### src/psir_defs.vh
// constants for the transceiver status, mask and change-latch registers
`ifndef PSIR_DEFS_VH
`define PSIR_DEFS_VH

// management register addresses (5-bit register field of a frame)
`define PSIR_REG_STATUS2      5'h11
`define PSIR_REG_MASK         5'h12
`define PSIR_REG_CHANGE       5'h13

// second status register bit positions
`define PSIR_S2_SPEED         14
`define PSIR_S2_TX            13
`define PSIR_S2_RX            12
`define PSIR_S2_COL           11
`define PSIR_S2_LINK          10
`define PSIR_S2_DUPLEX        9
`define PSIR_S2_ANMODE        8
`define PSIR_S2_NEGOTIATION_DONE_FLAG        7
`define PSIR_S2_POL           5
`define PSIR_S2_PAUSE         4
`define PSIR_S2_ERR           3

// mask and change-latch fields: bits 7..4 = done, speed, duplex, link
`define PSIR_EVT_HI           7
`define PSIR_EVT_LO           4

// reset values
`define PSIR_MASK_RST         4'h0
`define PSIR_FLAG_RST         1'h0

// frame layout and timing counts, in management clock bits
`define PSIR_PRE_LEN          32
`define PSIR_HDR_BITS         14
`define PSIR_DATA_BITS        16
`define PSIR_ST_CODE          2'h1
`define PSIR_OP_READ          2'h2
`define PSIR_OP_WRITE         2'h1

`endif

### src/psir_regs.v
// status, interrupt mask and change-latch registers behind the mdio port
//
// Summary of operation
// - speed bit is 1 in 100 Mb/s mode
// - transmit bit follows frame transmission activity
// - receive bit follows frame reception activity
// - collision bit is 1 during collision
// - link bit shows current link state
// - duplex bit is 1 when full-duplex
// - mode bit 1 automatic, 0 forced
// - negotiation-complete bit mirrors basic status bit
// - polarity bit set on reversed receive polarity
// - read-only pause capability bit
// - error bit sticky until source registers read
// - negotiation-done interrupt only when mask set
// - speed change interrupt only when mask set
// - duplex change interrupt only when mask set
// - link change interrupt only when mask set
// - negotiation-done flag sets, clears on read
// - speed change flag latched until read
// - duplex change flag latched until read
// - link change flag latched until read
`timescale 1ns/1ps
`include "psir_defs.vh"

module psir_regs #(
    parameter [4:0] PHY_ADDR = 5'h00       // station address, plain default
) (
    input  wire clk,                       // 10 MHz system clock
    input  wire sys_rst,                   // synchronous, active high
    input  wire mdc_pin,                   // management clock from host
    input  wire mdio_in,                   // management data pin level
    output wire mdio_out,                  // data driven onto the pin
    output wire mdio_oe_n,                 // low while this block drives
    input  wire speed_100,                 // 100 Mb/s twisted-pair mode
    input  wire tx_active,                 // frame being sent
    input  wire rx_active,                 // frame being received
    input  wire collision,                 // collision in progress
    input  wire link_up,                   // link state
    input  wire full_duplex,               // duplex mode
    input  wire autoneg_enabled,           // automatic negotiation mode
    input  wire autoneg_complete,          // basic status completion bit
    input  wire polarity_reversed,         // reversed receive polarity
    input  wire pause_capable,             // flow-control pause ability
    input  wire fault_event,               // remote, jabber or pd fault
    input  wire fault_source_read,         // fault source registers read
    output wire mgmt_irq                   // interrupt request, active high
);

    // frame engine states
    localparam [2:0] ST_PRE   = 3'h0;      // counting preamble ones
    localparam [2:0] ST_HDR   = 3'h1;      // start, opcode, addresses
    localparam [2:0] ST_TA_RD = 3'h2;      // read turnaround
    localparam [2:0] ST_RD    = 3'h3;      // shifting read data out
    localparam [2:0] ST_TA_WR = 3'h4;      // write turnaround
    localparam [2:0] ST_WR    = 3'h5;      // shifting write data in

    // pin synchronisers
    reg         mdc_s1_q;                  // first stage, feeds s2 only
    reg         mdc_s2_q;                  // synchronised clock level
    reg         mdc_s3_q;                  // delayed copy for edge find
    reg         mdio_s1_q;                 // first stage, feeds s2 only
    reg         mdio_s2_q;                 // synchronised data
    reg         mdio_s3_q;                 // data as it was before the edge
    wire        mdc_rise;                  // one-cycle rising edge pulse
    wire        bit_in;                    // sampled frame bit

    // frame engine
    reg  [2:0]  state_q;                   // engine state
    reg  [5:0]  cnt_q;                     // bit counter
    reg  [12:0] hdr_q;                     // header bits collected so far
    reg  [4:0]  reg_addr_q;                // addressed register
    reg  [15:0] shift_q;                   // read or write data shifter
    reg         mdio_out_q;                // pin data
    reg         mdio_oe_n_q;               // pin enable, low drives
    wire [13:0] hdr_full;                  // header with the newest bit
    wire [15:0] wr_full;                   // write data with newest bit

    // register contents and side effects
    reg  [3:0]  mask_q;                    // done, speed, duplex, link
    reg         err_q;                     // sticky fault indicator
    reg         change_rd_q;               // pulse: change register read
    reg         irq_q;                     // interrupt request
    wire [3:0]  flags;                     // done, speed, duplex, link
    wire [15:0] status2;                   // live second status word
    wire [15:0] rd_word;                   // word for the addressed reg

    // select the word returned for a register address; unmapped
    // addresses inside this group answer zero so a read always ends
    function [15:0] psir_rd_mux;
        input [4:0]  addr;
        input [15:0] s2;
        input [3:0]  m;
        input [3:0]  f;
        begin
            case (addr)
                `PSIR_REG_STATUS2: psir_rd_mux = s2;
                `PSIR_REG_MASK:    psir_rd_mux = {8'h00, m, 4'h0};
                `PSIR_REG_CHANGE:  psir_rd_mux = {8'h00, f, 4'h0};
                default:           psir_rd_mux = 16'h0000;
            endcase
        end
    endfunction

    // two flops on each pin before any logic looks at it; the edge
    // finder reads the second and third stages, never the first
    always @(posedge clk)
    begin
        if (sys_rst)
        begin
            mdc_s1_q  <= 1'h0;
            mdc_s2_q  <= 1'h0;
            mdc_s3_q  <= 1'h0;
            mdio_s1_q <= 1'h1;
            mdio_s2_q <= 1'h1;
            mdio_s3_q <= 1'h1;
        end
        else
        begin
            mdc_s1_q  <= mdc_pin;
            mdc_s2_q  <= mdc_s1_q;
            mdc_s3_q  <= mdc_s2_q;
            mdio_s1_q <= mdio_in;
            mdio_s2_q <= mdio_s1_q;
            mdio_s3_q <= mdio_s2_q;
        end
    end

    // data is taken one sample older than the clock edge, so it is
    // the level that stood before the host moved it after the edge;
    // the cost is one system clock of setup needed on the pin
    assign mdc_rise = mdc_s2_q & ~mdc_s3_q;
    assign bit_in   = mdio_s3_q;
    assign hdr_full = {hdr_q, bit_in};
    assign wr_full  = {shift_q[14:0], bit_in};

    // live status word; reserved bits read as zero
    assign status2 = {
        1'h0,
        speed_100,
        tx_active,
        rx_active,
        collision,
        link_up,
        full_duplex,
        autoneg_enabled,
        autoneg_complete,
        1'h0,
        polarity_reversed,
        pause_capable,
        err_q,
        3'h0
    };

    assign rd_word = psir_rd_mux(reg_addr_q, status2, mask_q, flags);

    // frame engine: all moves happen on a management clock rising edge
    always @(posedge clk)
    begin
        if (sys_rst)
        begin
            state_q     <= ST_PRE;
            cnt_q       <= 6'h00;
            hdr_q       <= 13'h0000;
            reg_addr_q  <= 5'h00;
            shift_q     <= 16'h0000;
            mdio_out_q  <= 1'h1;
            mdio_oe_n_q <= 1'h1;
            mask_q      <= `PSIR_MASK_RST;
            change_rd_q <= 1'h0;
        end
        else
        begin
            change_rd_q <= 1'h0;           // pulse by default
            if (mdc_rise)
            begin
                case (state_q)
                    ST_PRE:
                    begin
                        // need a full run of ones, then the first start bit
                        if (bit_in)
                        begin
                            if (cnt_q != `PSIR_PRE_LEN)
                                cnt_q <= cnt_q + 6'h01;
                        end
                        else if (cnt_q == `PSIR_PRE_LEN)
                        begin
                            state_q <= ST_HDR;
                            hdr_q   <= 13'h0000;
                            cnt_q   <= 6'h01;
                        end
                        else
                            cnt_q <= 6'h00;
                    end
                    ST_HDR:
                    begin
                        hdr_q <= hdr_full[12:0];
                        cnt_q <= cnt_q + 6'h01;
                        if (cnt_q == `PSIR_HDR_BITS - 1)
                        begin
                            cnt_q      <= 6'h00;
                            reg_addr_q <= hdr_full[4:0];
                            // frames for another station are let pass
                            if (hdr_full[13:12] != `PSIR_ST_CODE ||
                                hdr_full[9:5] != PHY_ADDR)
                                state_q <= ST_PRE;
                            else if (hdr_full[11:10] == `PSIR_OP_READ)
                                state_q <= ST_TA_RD;
                            else if (hdr_full[11:10] == `PSIR_OP_WRITE)
                                state_q <= ST_TA_WR;
                            else
                                state_q <= ST_PRE;
                        end
                    end
                    ST_TA_RD:
                    begin
                        // second turnaround bit: drive zero, snapshot data
                        mdio_oe_n_q <= 1'h0;
                        mdio_out_q  <= 1'h0;
                        shift_q     <= rd_word;
                        cnt_q       <= 6'h00;
                        state_q     <= ST_RD;
                        // the snapshot is the read that clears the latches
                        if (reg_addr_q == `PSIR_REG_CHANGE)
                            change_rd_q <= 1'h1;
                    end
                    ST_RD:
                    begin
                        if (cnt_q == `PSIR_DATA_BITS)
                        begin
                            // last bit has been sampled; let go of the pin
                            mdio_oe_n_q <= 1'h1;
                            mdio_out_q  <= 1'h1;
                            cnt_q       <= 6'h00;
                            state_q     <= ST_PRE;
                        end
                        else
                        begin
                            mdio_out_q <= shift_q[15];
                            shift_q    <= {shift_q[14:0], 1'h0};
                            cnt_q      <= cnt_q + 6'h01;
                        end
                    end
                    ST_TA_WR:
                    begin
                        // host drives both turnaround bits; skip them
                        cnt_q <= cnt_q + 6'h01;
                        if (cnt_q == 6'h01)
                        begin
                            cnt_q   <= 6'h00;
                            state_q <= ST_WR;
                        end
                    end
                    ST_WR:
                    begin
                        shift_q <= wr_full;
                        cnt_q   <= cnt_q + 6'h01;
                        if (cnt_q == `PSIR_DATA_BITS - 1)
                        begin
                            cnt_q   <= 6'h00;
                            state_q <= ST_PRE;
                            // only the four mask bits are stored; the
                            // unused positions are dropped and read zero
                            if (reg_addr_q == `PSIR_REG_MASK)
                                mask_q <= wr_full[`PSIR_EVT_HI:
                                                  `PSIR_EVT_LO];
                        end
                    end
                    default:
                    begin
                        mdio_oe_n_q <= 1'h1;
                        mdio_out_q  <= 1'h1;
                        cnt_q       <= 6'h00;
                        state_q     <= ST_PRE;
                    end
                endcase
            end
        end
    end

    // sticky fault bit: a new fault in the clearing cycle still sets it
    always @(posedge clk)
    begin
        if (sys_rst)
            err_q <= 1'h0;
        else
            err_q <= fault_event | (err_q & ~fault_source_read);
    end

    // negotiation done: rising completion latched until read
    psir_evlatch #(
        .RISE_ONLY (1)
    ) u_done (
        .clk     (clk),
        .sys_rst (sys_rst),
        .level   (autoneg_complete),
        .clr     (change_rd_q),
        .flag    (flags[3])
    );

    // speed change latched until read
    psir_evlatch #(
        .RISE_ONLY (0)
    ) u_speed (
        .clk     (clk),
        .sys_rst (sys_rst),
        .level   (speed_100),
        .clr     (change_rd_q),
        .flag    (flags[2])
    );

    // duplex change latched until read
    psir_evlatch #(
        .RISE_ONLY (0)
    ) u_duplex (
        .clk     (clk),
        .sys_rst (sys_rst),
        .level   (full_duplex),
        .clr     (change_rd_q),
        .flag    (flags[1])
    );

    // link change latched until read
    psir_evlatch #(
        .RISE_ONLY (0)
    ) u_link (
        .clk     (clk),
        .sys_rst (sys_rst),
        .level   (link_up),
        .clr     (change_rd_q),
        .flag    (flags[0])
    );

    // interrupt: any latched flag whose mask bit is set; one cycle
    // behind the flags, so it drops two cycles after a clearing read
    always @(posedge clk)
    begin
        if (sys_rst)
            irq_q <= 1'h0;
        else
            irq_q <= (flags[3] & mask_q[3]) |
                     (flags[2] & mask_q[2]) |
                     (flags[1] & mask_q[1]) |
                     (flags[0] & mask_q[0]);
    end

    assign mgmt_irq  = irq_q;
    assign mdio_out  = mdio_out_q;
    assign mdio_oe_n = mdio_oe_n_q;

endmodule // psir_regs

### src/psir_evlatch.v
// sticky change-event latch with clear-on-read, set winning over clear
`timescale 1ns/1ps

module psir_evlatch #(
    parameter RISE_ONLY = 0                // 1: only rising edges count
) (
    input  wire clk,
    input  wire sys_rst,
    input  wire level,                     // watched state, same domain
    input  wire clr,                       // read of the change register
    output wire flag                       // latched event
);

    reg  prev_q;                           // last cycle's copy of level
    reg  primed_q;                         // prev_q holds a real sample
    reg  flag_q;                           // sticky event flag
    wire evt;                              // change seen this cycle

    // a change is the current level against the registered copy;
    // the first cycle after reset only primes the copy, so a link
    // that is already up at reset does not fake an event
    assign evt = primed_q &
                 (RISE_ONLY ? (level & ~prev_q) : (level ^ prev_q));

    // copy of previous state
    always @(posedge clk)
    begin
        if (sys_rst)
        begin
            prev_q   <= 1'h0;
            primed_q <= 1'h0;
        end
        else
        begin
            prev_q   <= level;
            primed_q <= 1'h1;
        end
    end

    // flag: an event in the clearing cycle survives the clear
    always @(posedge clk)
    begin
        if (sys_rst)
            flag_q <= `PSIR_FLAG_RST;
        else
            flag_q <= evt | (flag_q & ~clr);
    end

    assign flag = flag_q;

endmodule // psir_evlatch

### config.mk
export PLATFORM = sky130hd
export DESIGN_NAME = psir_regs
export DESIGN_NICKNAME = d
export VERILOG_FILES = /design/src/psir_regs.v /design/src/psir_evlatch.v
export VERILOG_INCLUDE_DIRS = /design/src
export SDC_FILE = /design/constraint.sdc
export NUM_CORES = 1
export LEC_CHECK = 0
export ABC_CLOCK_PERIOD_IN_PS = 2100
export CAP_MARGIN = 20
export CORE_ASPECT_RATIO = 0.6
export CORE_MARGIN = 8
export CORE_UTILIZATION = 45
export DETAILED_ROUTE_END_ITERATION = 6
export DONT_BUFFER_PORTS = 1
export REMOVE_ABC_BUFFERS = 1
export SLEW_MARGIN = 10
export SYNTH_ARGS = -nofsm -noshare
export SYNTH_HDL_FRONTEND = slang
export SYNTH_SLANG_ARGS = --single-unit
### constraint.sdc
create_clock -name clk -period 2.1 [get_ports clk]
set_input_delay 0.105 -clock clk [delete_from_list [all_inputs] [get_ports clk]]
set_output_delay 0.105 -clock clk [all_outputs]
set_load 0.05 [all_outputs]
==> flow_metrics.py, run 1 <==
metrics = {
    "critical_path": {
        "crit_fanout": 4,
        "path_class": "reg -> reg",
        "worst_ep_arrival_time_ns": 2.26,
        "critPathMaxStageDelay_ns": 0.54,
        "r2r-start": "cnt_q[0]$_SDFFE_PP0P_",
        "setup.worst_path.end": "mask_q[1]$_SDFFE_PP0P_",
        "critical_path.endpoint_type": "flip-flop",
        "critical_path.slowest_cell": "sky130_fd_sc_hd__or4_4",
        "startpoint": "cnt_q[0]$_SDFFE_PP0P_",
        "worstPathCellList": "buf_4 > ha_1 > nand3_2 > or3_4 > or4_4 > mux2i_1 > nor2_1",
        "cp_data_required_time_ns": 2.33,
        "startpoint_type": "flip-flop",
        "worst_r2r_path_depth": 7,
        "r2r_slack_ns": 0.07,
        "crit-reg2reg-capture": "mask_q[1]$_SDFFE_PP0P_",
    },
    "timing": {
        "skew_ns": 0.00864,
        "tightestPinTransition_ns": 0.622,
        "finalMaxSlewViolations": 0,
        "grt_setup_unrepaired": "false",
        "final.min_clock_period_ns": 2.03,
        "fmaxAchievable_ghz": 0.493,
        "setup_slack_ns": 0.0705,
        "finalSetupViolations": 0,
        "fin_tns_setup_ns": 0,
        "normalized_max_slew_margin_pct": 58.5,
        "finalCritPeriodShare_pct": 96.6,
        "whs_ns": 0.0175,
        "timing_hold_violations_final": 0,
    },
    "floorplan": {
        "initial_core_util_pct": 45.7,
        "floorplan.rows": 23,
        "fp.dieW_um": 121,
        "die_y_um": 79.2,
        "ports": 19,
        "die_area_um2": 9620,
        "core-area_um2": 6560,
    },
    "placement": {
        "pre_cts_ws_ns": -0.0204,
        "routabilityCongestion": 0.835,
        "buffers_added_on_ports": 0,
        "dpl-instance-area_um2": 3060,
        "hpwl_um": 4620,
    },
    "clocking": {
        "tritoncts_buffers": 9,
        "cts_setup_buffers": 0,
        "max-clock-path-buffers": 2,
        "clock_sinks": 67,
        "cts_htree_levels": 3,
        "clkTransAtPathRegs_ns": 0.07,
        "later_pin_clock_latency_in_the_skew_report_ns": 0.35,
        "cts-root-buf": "sky130_fd_sc_hd__clkbuf_8",
        "tritoncts": "built",
    },
    "routing": {
        "detail_route.vias_per_cell": 5.57,
        "residual_drc": 0,
        "drtAntennaViolNets": 0,
        "detailroute.via_count": 2369,
        "wirelength_um": 6900,
        "detailed_routing_iteration_count_for_the_pre_antenna_repair_pass": 5,
        "wire_per_inst_um": 16.2,
        "drtIter0Drc": 178,
    },
    "outcome": {
        "status": "finished clean",
    },
    "synthesis": {
        "synth_sequential_area_ratio_pct": 44.7,
        "yosysUniqueCellTypes": 55,
        "yosys_register_bits": 67,
        "syn-cell-area_um2": 3000,
        "async_flop_share_pct": 0,
        "yosys_most_used_dff": "sky130_fd_sc_hd__dfxtp_1",
        "number_of_synthesized_flops_with_an_enable_pin": 0,
        "synth_area_leaders": "sky130_fd_sc_hd__dfxtp_1 45%, sky130_fd_sc_hd__nor2_1 6.1%, sky130_fd_sc_hd__a22oi_1 4.5%",
        "synthesis.instances": 324,
        "synthDominantCellAreaShare_pct": 44.7,
        "per_instance_average_area_after_synthesis_um2": 9.26,
        "yosysWarnings": 0,
        "post-synth-top-area-cell": "sky130_fd_sc_hd__dfxtp_1",
    },
    "power_and_ir_drop": {
        "power.leakage_uw": 0.00129,
        "totalPowerFinal_uw": 2520,
        "cellPowerDensity_nw_per_um2": 734,
        "irDropWorstVdd_mv": 0.547,
    },
    "grt": {
        "pin_count_of_the_biggest_net_entering_global_routing": 62,
        "vias_in_the_first_global_route": 2093,
        "globalRoute.totalOverflow": 0,
        "global_route_wire_length_before_repair_um": 11300,
        "grtUsageTotal_pct": 15.2,
        "antenna_found_initial": 0,
    },
    "finish": {
        "n_antenna_cell": 0,
        "nNetsFinal": 352,
        "synthToLayoutAreaGrowth_pct": 14.7,
        "layout_cell_area_excl_fill_um2": 3440,
        "layout-drive-gt1-share_pct": 16.3,
    },
    "hold_path": {
        "worst_hold_path_type": "in -> reg",
        "worst_hold_startpoint": "full_duplex",
    },
    "flow_run": {
        "maxCapViolCount": 0,
    },
}
[report_power, final]
part	switching [uW]	internal, uW	total, uW
clock network	506	617	1120
registers	13.0	1290	1300
logic	51.2	49.3	101
[sequential cells by signal, indices dropped and copies added, names as in the netlist, 3 cells and up]
| register | count |
|---|---|
| hdr_q | 13 |
| reg_addr_q | 5 |
| cnt_q | 6 |
| shift_q | 16 |
| state_q | 3 |
| mask_q | 4 |
[metrics by stage]
step	std cells	util, %
2_1_floorplan	298	-
3_3_place_gp	398	46.7
3_5_place_dp	398	46.7
4_1_cts	425	51.9
5_1_grt	425	52.4
6_report	425	52.4
[placed cells by master (no fill, tap or decap), types with 3 or more instances in the layout]
cell	n
sky130_fd_sc_hd__dfxtp_1	66
sky130_fd_sc_hd__nor2_1	48
sky130_fd_sc_hd__a21oi_1	17
sky130_fd_sc_hd__a22oi_1	17
sky130_fd_sc_hd__nor2b_1	15
sky130_fd_sc_hd__nor3_1	15
sky130_fd_sc_hd__buf_4	12
sky130_fd_sc_hd__a221oi_1	11
sky130_fd_sc_hd__clkbuf_8	11
sky130_fd_sc_hd__mux2i_1	10
sky130_fd_sc_hd__dlygate4sd3_1	10
sky130_fd_sc_hd__nand2_1	9
sky130_fd_sc_hd__inv_1	7
sky130_fd_sc_hd__nand3_1	7
sky130_fd_sc_hd__or2_2	5
sky130_fd_sc_hd__o211ai_1	4
sky130_fd_sc_hd__xor2_1	4
sky130_fd_sc_hd__nand2b_1	3
sky130_fd_sc_hd__nor3b_1	3
sky130_fd_sc_hd__o21ai_0	3
sky130_fd_sc_hd__xnor2_1	3
sky130_fd_sc_hd__mux2_2	3
sky130_fd_sc_hd__a22o_1	3
sky130_fd_sc_hd__ha_1	3
[per-layer routing]
layer	vias to the layer above	global-route usage [%]	part of all wire, %
met4	0	5.51	0.77
met1	1110	23.7	56
met5	-	0	0
met2	63	18.0	38
met3	6	5.02	5.7
li1	1190	-	-
[worst max-delay path, delay by kind of cell, from the launching register on]
kind,cells,cell delay [ns]
and+or+nand+nor,4,1.07
adders and majority gates,1,0.20
muxes,1,0.18
DFF,1,0.35
buffers and inverters,1,0.11
[timing repair]
action / 4_1_cts / 5_1_grt
setup endpoints to repair: 4 / 25
gates resized for setup: 1 / 8
endpoints found under the hold margin: 62 / 0
pin swaps: 0 / 0
hold buffers: 11 / 0
[cell type report]
type / count / area (um^2)
Clock buffer: 11 / 151
Tap cell: 87 / 109
Multi-Input combinational cell: 223 / 1520
Clock inverter: 5 / 60.1
Sequential cell: 67 / 1340
Inverter: 8 / 30.0
Timing Repair Buffer: 24 / 229
Fill cell: 589 / 3120
[worst min-delay path by stage]
| stage | end | slack [ns] | depth (start not counted) |
|---|---|---|---|
| after floorplan | cnt_q[0]$_SDFFE_PP0P_ | 0.17 | 1 |
| after CTS | shift_q[9]$_SDFFE_PP0P_ | 0.003 | 2 |
| final | shift_q[9]$_SDFFE_PP0P_ | 0.02 | 2 |
| after global routing | shift_q[11]$_SDFFE_PP0P_ | 0.01 | 2 |
| after detailed placement | u_speed.prev_q$_SDFF_PP0_ | 0.18 | 1 |
| after global placement | u_done.flag$_SDFF_PP0_ | 0.18 | 1 |
[cell families (layout without fill, tap and decap cells)]
family	Yosys count	count (layout)	synth area share, %
buf+inv	34	48	5.76
mux	13	13	4.46
simple gates	128	128	23.3
fa+ha+maj	3	3	1.25
flops	67	67	44.7
compound gates	72	72	18.4
xor+xnor	7	7	2.04
[synthesized netlist by cell type, types with 4 or more instances]
library cell,count
sky130_fd_sc_hd__dfxtp_1,67
sky130_fd_sc_hd__buf_2,6
sky130_fd_sc_hd__buf_6,4
sky130_fd_sc_hd__inv_1,7
sky130_fd_sc_hd__a221oi_1,11
sky130_fd_sc_hd__nor2b_1,15
sky130_fd_sc_hd__a22oi_1,18
sky130_fd_sc_hd__a21oi_1,17
sky130_fd_sc_hd__or2_2,5
sky130_fd_sc_hd__o211ai_1,4
sky130_fd_sc_hd__nor3_1,15
sky130_fd_sc_hd__nor2_1,49
sky130_fd_sc_hd__xor2_1,4
sky130_fd_sc_hd__nand2_1,9
sky130_fd_sc_hd__clkbuf_1,13
sky130_fd_sc_hd__mux2i_1,10
sky130_fd_sc_hd__nand3_1,8
Power figures use the tool's default switching activity.
==> run 2: changes to the inputs <==
CORE_UTILIZATION = 63   (was 45)
PLACE_DENSITY = 0.79   (was default)
SYNTH_HIERARCHICAL = 1   (was default)
==> run 2 against run 1 <==
Sequential power rose by 5%. Non-clock buffer count did not move. Core utilization rose by 20 points. Sequential share of layout area rose by 0.27 points. Global-route usage rose by 3.9 points. Clock-buffer cell count fell by 1. First-iteration DRC count rose by 43%. Final area rose by 3.7%. Maximum frequency rose by 1.7%. Die area fell by 22%. Synthesized area rose by 4.3%. Power rose by 6.7%. Critical endpoint is now state_q[2]$_SDFFE_PP0P_. Largest cell class unchanged.
==> flow_metrics.py, run 2 <==
metrics = {
    "placement": {
        "buffers_added_on_ports": 0,
        "hpwl_um": 4570,
        "routabilityCongestion": 0.886,
        "dpl-instance-area_um2": 3210,
        "pre_cts_ws_ns": 0.0997,
    },
    "routing": {
        "wire_per_inst_um": 16.7,
        "detailroute.via_count": 2536,
        "drtIter0Drc": 255,
        "residual_drc": 0,
        "wirelength_um": 7090,
        "drtAntennaViolNets": 0,
        "detailed_routing_iteration_count_for_the_pre_antenna_repair_pass": 5,
        "detail_route.vias_per_cell": 5.97,
    },
    "critical_path": {
        "crit_fanout": 7,
        "worst_ep_arrival_time_ns": 2.28,
        "cp_data_required_time_ns": 2.38,
        "worst_r2r_path_depth": 7,
        "critical_path_cell_count": 7,
        "worstPathCellList": "inv_1 > ha_1 > or4b_4 > o21ai_4 > o22ai_4 > or3_1 > o21ai_1",
        "r2r_slack_ns": 0.10,
        "timing.critical_path.max_delay_family": "simple AND/OR/NAND/NOR gates",
        "startpoint_type": "flip-flop",
        "path_class": "reg -> reg",
        "critPathMaxStageDelay_ns": 0.48,
        "critical_path.slowest_cell": "sky130_fd_sc_hd__or4b_4",
        "timing.critical_path.buf_inv": 1,
        "critical_path.endpoint_type": "flip-flop",
    },
    "timing": {
        "normalized_max_slew_margin_pct": 63.5,
        "grt_setup_unrepaired": "false",
        "finalSetupViolations": 0,
        "finalCritPeriodShare_pct": 95.0,
        "final.min_clock_period_ns": 2.00,
        "timing_hold_violations_final": 0,
        "skew_ns": 0.00879,
        "finalMaxSlewViolations": 0,
        "tightestPinTransition_ns": 0.547,
        "setup_slack_ns": 0.104,
        "whs_ns": 0.0226,
        "fmaxAchievable_ghz": 0.501,
    },
    "outcome": {
        "status": "finished clean",
    },
    "floorplan": {
        "die_y_um": 70.6,
        "floorplan.rows": 20,
        "fp.dieW_um": 107,
        "ports": 19,
        "die_area_um2": 7550,
        "core-area_um2": 4930,
        "initial_core_util_pct": 63.4,
    },
    "finish": {
        "nNetsFinal": 373,
        "layout-drive-gt1-share_pct": 14.8,
        "multi_input_comb_area_um2": 1580,
        "top_register": "shift_q",
        "synthToLayoutAreaGrowth_pct": 14.0,
        "final_util_pct": 72.3,
        "num-fill-cells": 369,
        "reg.largest.list": "shift_q: 16 flops, hdr_q: 13 flops, cnt_q: 6 flops",
        "ff_latch_area_um2": 1400,
        "layout_cell_area_excl_fill_um2": 3570,
        "most-common-layout-cells": "70 x sky130_fd_sc_hd__dfxtp_1, 34 x sky130_fd_sc_hd__nor2_1, 24 x sky130_fd_sc_hd__a21oi_1, 21 x sky130_fd_sc_hd__nand2_1, 21 x sky130_fd_sc_hd__nand4_1",
        "flip_flop_count_of_the_largest_register_all_copies_and_words_added": 16,
        "n_antenna_cell": 0,
        "layout_commonest_cell": "sky130_fd_sc_hd__dfxtp_1",
    },
    "synthesis": {
        "muxShareOfSynthArea_pct": 4.28,
        "syn-cell-area_um2": 3130,
        "synth_area_leaders": "sky130_fd_sc_hd__dfxtp_1 45%, sky130_fd_sc_hd__nand4_1 4.2%, sky130_fd_sc_hd__nor2_1 4.1%",
        "yosys_most_used_dff": "sky130_fd_sc_hd__dfxtp_1",
        "per_instance_average_area_after_synthesis_um2": 9.04,
        "netlist_top_cells_count": "70 x sky130_fd_sc_hd__dfxtp_1, 34 x sky130_fd_sc_hd__nor2_1, 25 x sky130_fd_sc_hd__a21oi_1, 21 x sky130_fd_sc_hd__nand2_1, 21 x sky130_fd_sc_hd__nand4_1",
        "synth_sequential_area_ratio_pct": 44.8,
        "synthXorXnorAreaFrac_pct": 1.96,
        "yosysWarnings": 6,
        "synthesis.instances": 346,
        "synth_compound_area_share_pct": 18.4,
        "synth.most_common_cell": "sky130_fd_sc_hd__dfxtp_1",
        "post-synth-top-area-cell": "sky130_fd_sc_hd__dfxtp_1",
        "yosysUniqueCellTypes": 58,
        "synth_fa_ha_area_share_pct": 1.20,
        "simple_gate_area_share_of_the_yosys_netlist_pct": 24.5,
        "main_combinational_cell_family_by_area_after_synthesis": "simple AND/OR/NAND/NOR gates",
        "async_flop_share_pct": 0,
        "synthDominantCellAreaShare_pct": 44.8,
        "yosys_register_bits": 70,
        "number_of_synthesized_flops_with_an_enable_pin": 0,
    },
    "power_and_ir_drop": {
        "cellPowerDensity_nw_per_um2": 755,
        "irDropWorstVdd_mv": 0.556,
        "power.leakage_uw": 0.00123,
        "totalPowerFinal_uw": 2690,
    },
    "clocking": {
        "clock_sinks": 70,
        "later_pin_clock_latency_in_the_skew_report_ns": 0.35,
        "cts-root-buf": "sky130_fd_sc_hd__clkbuf_8",
        "tritoncts_buffers": 9,
        "clkTransAtPathRegs_ns": 0.08,
        "tritoncts": "built",
        "cts_htree_levels": 3,
        "max-clock-path-buffers": 2,
    },
    "grt": {
        "globalRoute.totalOverflow": 0,
        "pin_count_of_the_biggest_net_entering_global_routing": 64,
        "vias_in_the_first_global_route": 2245,
        "grtUsageTotal_pct": 19.1,
        "antenna_found_initial": 0,
        "global_route_wire_length_before_repair_um": 11400,
    },
    "hold_path": {
        "holdPathStages": 2,
        "worst_hold_path_type": "in -> reg",
    },
    "flow_run": {
        "maxCapViolCount": 0,
    },
}
-- run 2: cells by family (layout without fill, tap and decap cells) --
kind of cell,after synthesis,in the layout
adders and majority gates,3,3
and+or+nand+nor,136,136
muxes,13,13
AOI/OAI and AO/OA,81,81
xor gates and xnor gates,7,7
DFF,70,70
buffers and inverters,36,49
-- run 2: worst register-to-register path: cells and delay by family, from the launching register on --
kind / cells / cell delay, ns
simple gates: 2 / 0.86
compound gates: 3 / 0.43
flops: 1 / 0.34
fa+ha+maj: 1 / 0.20
buf+inv: 1 / 0.11
-- run 2: metal layers --
layer,vias to the layer above,wire length (um),GRT usage [%]
li1,1264,-,-
met1,1188,3470,27.1
met2,77,2960,25.2
met3,7,579,8.43
met4,0,78,5.43
met5,-,0,0
-- run 2: per-stage QoR --
stage          instances  setup TNS, ns
3_3_place_gp         398              0
5_1_grt              425              0
4_1_cts              423              0
6_report             425              0
2_1_floorplan        319          -6.99
3_5_place_dp         398              0
-- run 2: what timing repair did --
item,in CTS,in global routing
endpoints found under the setup margin,0,9
hold endpoints to repair,63,0
gates resized for setup,0,2
setup buffers,0,2
hold buffers,9,0
-- run 2: cell type report --
class                   count  share of cell area (%)
well taps                  66                    2.32
inverters                   9                   0.947
repair buffers             24                    6.53
flip-flops and latches     70                    39.3
multi-input cells         240                    44.4
clock buffers              10                    3.86
clock inverters             6                    2.63
-- run 2: worst paths after layout --
path	from	endpoint
setup reg to reg	cnt_q[1]$_SDFFE_PP0P_	state_q[2]$_SDFFE_PP0P_
setup / recovery	cnt_q[1]$_SDFFE_PP0P_	state_q[2]$_SDFFE_PP0P_
hold / removal	full_duplex	shift_q[9]$_SDFFE_PP0P_
hold reg to reg	mdio_s2_q$_SDFF_PP1_	bit_in$_SDFF_PP1_
-- run 2: where the power goes --
group | internal, uW | switching [uW] | total (uW)
combinational | 43.3 | 50.5 | 93.8
clock | 708 | 529 | 1240
sequential | 1350 | 13.3 | 1360
total | 2100 | 592 | 2690
==> run 3: changes to the inputs <==
CORE_MARGIN = default   (was 8)
CORE_UTILIZATION = 65   (was 63)
CTS_BUF_LIST = sky130_fd_sc_hd__clkbuf_8   (was default)
PLACE_DENSITY = 0.81   (was 0.79)
==> run 3 against run 2 <==
Sequential share of layout area increased by 0.79 points. Cell count decreased by 0.94%. Clock power decreased by 23%. Hold slack got worse by 0.0065 ns. Maximum frequency decreased by 1.4%. Critical endpoint is now state_q[1]$_SDFFE_PP0P_. Non-clock buffer count decreased by 1. Via count increased by 3.2%. Clock skew decreased by 0.0024 ns. Largest power group unchanged. Flip-flop and latch count unchanged. Highest routed layer unchanged.
==> flow_metrics.py, run 3 (synthesis gave the netlist of run 2 again) <==
metrics = {
    "outcome": {
        "status": "finished clean",
    },
    "timing": {
        "finalMaxSlewViolations": 0,
        "normalized_max_slew_margin_pct": 64.4,
        "timing_hold_violations_final": 0,
        "tightestPinTransition_ns": 0.533,
        "whs_ns": 0.0161,
        "fmaxAchievable_ghz": 0.494,
        "final.min_clock_period_ns": 2.02,
        "skew_ns": 0.00643,
        "finalSetupViolations": 0,
        "finalCritPeriodShare_pct": 96.4,
        "grt_setup_unrepaired": "false",
    },
    "clocking": {
        "later_pin_clock_latency_in_the_skew_report_ns": 0.36,
        "clock_sinks": 70,
        "cts-root-buf": "sky130_fd_sc_hd__clkbuf_8",
        "tritoncts_buffers": 9,
        "cts_htree_levels": 3,
        "clkTransAtPathRegs_ns": 0.08,
        "max-clock-path-buffers": 2,
        "tritoncts": "built",
    },
    "placement": {
        "dpl-instance-area_um2": 3200,
        "hpwl_um": 4640,
        "buffers_added_on_ports": 0,
        "routabilityCongestion": 0.859,
    },
    "critical_path": {
        "path_class": "reg -> reg",
        "crit_fanout": 7,
        "cp_data_required_time_ns": 2.33,
        "worst_r2r_path_depth": 7,
        "startpoint_type": "flip-flop",
        "critical_path.endpoint_type": "flip-flop",
        "crit-reg2reg-capture": "state_q[1]$_SDFFE_PP0P_",
        "r2r-start": "cnt_q[1]$_SDFFE_PP0P_",
        "r2r_slack_ns": 0.08,
        "worst_ep_arrival_time_ns": 2.25,
    },
    "finish": {
        "layout_cell_area_excl_fill_um2": 3500,
        "top_register": "shift_q",
        "n_antenna_cell": 0,
        "synthToLayoutAreaGrowth_pct": 11.9,
        "most-common-layout-cells": "69 x sky130_fd_sc_hd__dfxtp_1, 34 x sky130_fd_sc_hd__nor2_1, 24 x sky130_fd_sc_hd__a21oi_1, 21 x sky130_fd_sc_hd__nand2_1, 21 x sky130_fd_sc_hd__nand4_1",
        "nNetsFinal": 372,
        "layout_commonest_cell": "sky130_fd_sc_hd__dfxtp_1",
        "reg.largest.list": "shift_q: 16 flops, hdr_q: 13 flops, cnt_q: 6 flops",
        "final_util_pct": 76.2,
        "layout-drive-gt1-share_pct": 14.5,
        "flip_flop_count_of_the_largest_register_all_copies_and_words_added": 16,
    },
    "floorplan": {
        "initial_core_util_pct": 68.1,
        "fp.dieW_um": 91.5,
        "core-area_um2": 4590,
        "floorplan.rows": 19,
        "die_y_um": 55.7,
        "die_area_um2": 5100,
        "ports": 19,
    },
    "hold_path": {
        "holdPathStages": 2,
        "worst_hold_path_type": "in -> reg",
        "worst_hold_startpoint": "tx_active",
        "hold_worst_path_end": "shift_q[13]$_SDFFE_PP0P_",
    },
    "power_and_ir_drop": {
        "cellPowerDensity_nw_per_um2": 691,
        "irDropWorstVdd_mv": 0.607,
        "power.leakage_uw": 0.00120,
        "totalPowerFinal_uw": 2420,
    },
    "flow_run": {
        "maxCapViolCount": 0,
    },
    "grt": {
        "vias_in_the_first_global_route": 2406,
        "global_route_wire_length_before_repair_um": 11900,
        "grtUsageTotal_pct": 30.8,
        "pin_count_of_the_biggest_net_entering_global_routing": 62,
        "globalRoute.totalOverflow": 0,
        "antenna_found_initial": 0,
    },
    "routing": {
        "wirelength_um": 7290,
        "residual_drc": 0,
        "detail_route.vias_per_cell": 6.21,
        "detailroute.via_count": 2616,
        "drtAntennaViolNets": 0,
        "wire_per_inst_um": 17.3,
        "detailed_routing_iteration_count_for_the_pre_antenna_repair_pass": 5,
        "drtIter0Drc": 141,
    },
}
## run 3: changes by cell type in the layout (fill, tap and decap cells not counted), moves of 2 or more
cell / before / now
sky130_fd_sc_hd__clkinvlp_4: 1 / 3
sky130_fd_sc_hd__buf_4: 14 / 12
sky130_fd_sc_hd__clkinv_2: 0 / 2
sky130_fd_sc_hd__bufinv_16: 2 / 0
## run 3: cell type report
type,count,area [um^2]
multi-input cells,240,1580
clock inverters,7,50.0
clock buffers,9,124
flip-flops and latches,70,1400
inverters,9,33.8
fillers,314,1090
repair buffers,23,228
well taps,63,78.8
## run 3: repair_timing
item                                   4_1_cts  5_1_grt
resized for setup                            0        2
endpoints found under the hold margin       63        0
setup buffers                                0        0
setup endpoints to repair                    0        4
hold buffers                                10        0
## run 3: worst max path at each step
stage	from	endpoint	slack, ns	depth (start not counted)
floorplan	cnt_q[0]$_SDFFE_PP0P_	shift_q[1]$_SDFFE_PP0P_	-0.44	6
global placement	cnt_q[0]$_SDFFE_PP0P_	state_q[2]$_SDFFE_PP0P_	0.19	6
detailed placement	cnt_q[0]$_SDFFE_PP0P_	state_q[1]$_SDFFE_PP0P_	0.10	6
CTS	cnt_q[0]$_SDFFE_PP0P_	state_q[1]$_SDFFE_PP0P_	0.09	6
global route	cnt_q[1]$_SDFFE_PP0P_	state_q[1]$_SDFFE_PP0P_	0.02	7
finish	cnt_q[1]$_SDFFE_PP0P_	state_q[1]$_SDFFE_PP0P_	0.08	7
## run 3: stage by stage
stage	cells	setup WS, ns	TNS (ns)
finish	421	0.0751	0
global route	421	0.0173	0
CTS	421	0.0861	0
detailed placement	395	0.105	0
global placement	395	0.186	0
floorplan	319	-0.441	-6.99
## run 3: per-layer routing
metal / GRT usage [%] / part of all wire, % / vias to the layer above
li1: - / - / 1267
met1: 44.2 / 49 / 1223
met2: 44.0 / 42 / 110
met3: 9.56 / 7.2 / 16
met4: 9.75 / 1.3 / 0
met5: 0 / 0 / -
## run 3: worst max-delay path: stages, from the launching register on
cell                       delay (ns)
sky130_fd_sc_hd__dfxtp_1         0.34
sky130_fd_sc_hd__inv_1           0.10
sky130_fd_sc_hd__ha_1            0.18
sky130_fd_sc_hd__or4b_4          0.48
sky130_fd_sc_hd__o21ai_4         0.17
sky130_fd_sc_hd__o22ai_4         0.12
sky130_fd_sc_hd__o311ai_0        0.39
sky130_fd_sc_hd__o21ai_1         0.12
## run 3: power breakdown
part           internal [uW]  total (uW)  leakage (uW)  switching, uW
combinational           45.6        98.1      0.000550           52.5
clock                    428         958     0.0000816            529
sequential              1350        1360      0.000569           13.2
total                   1820        2420       0.00120            595
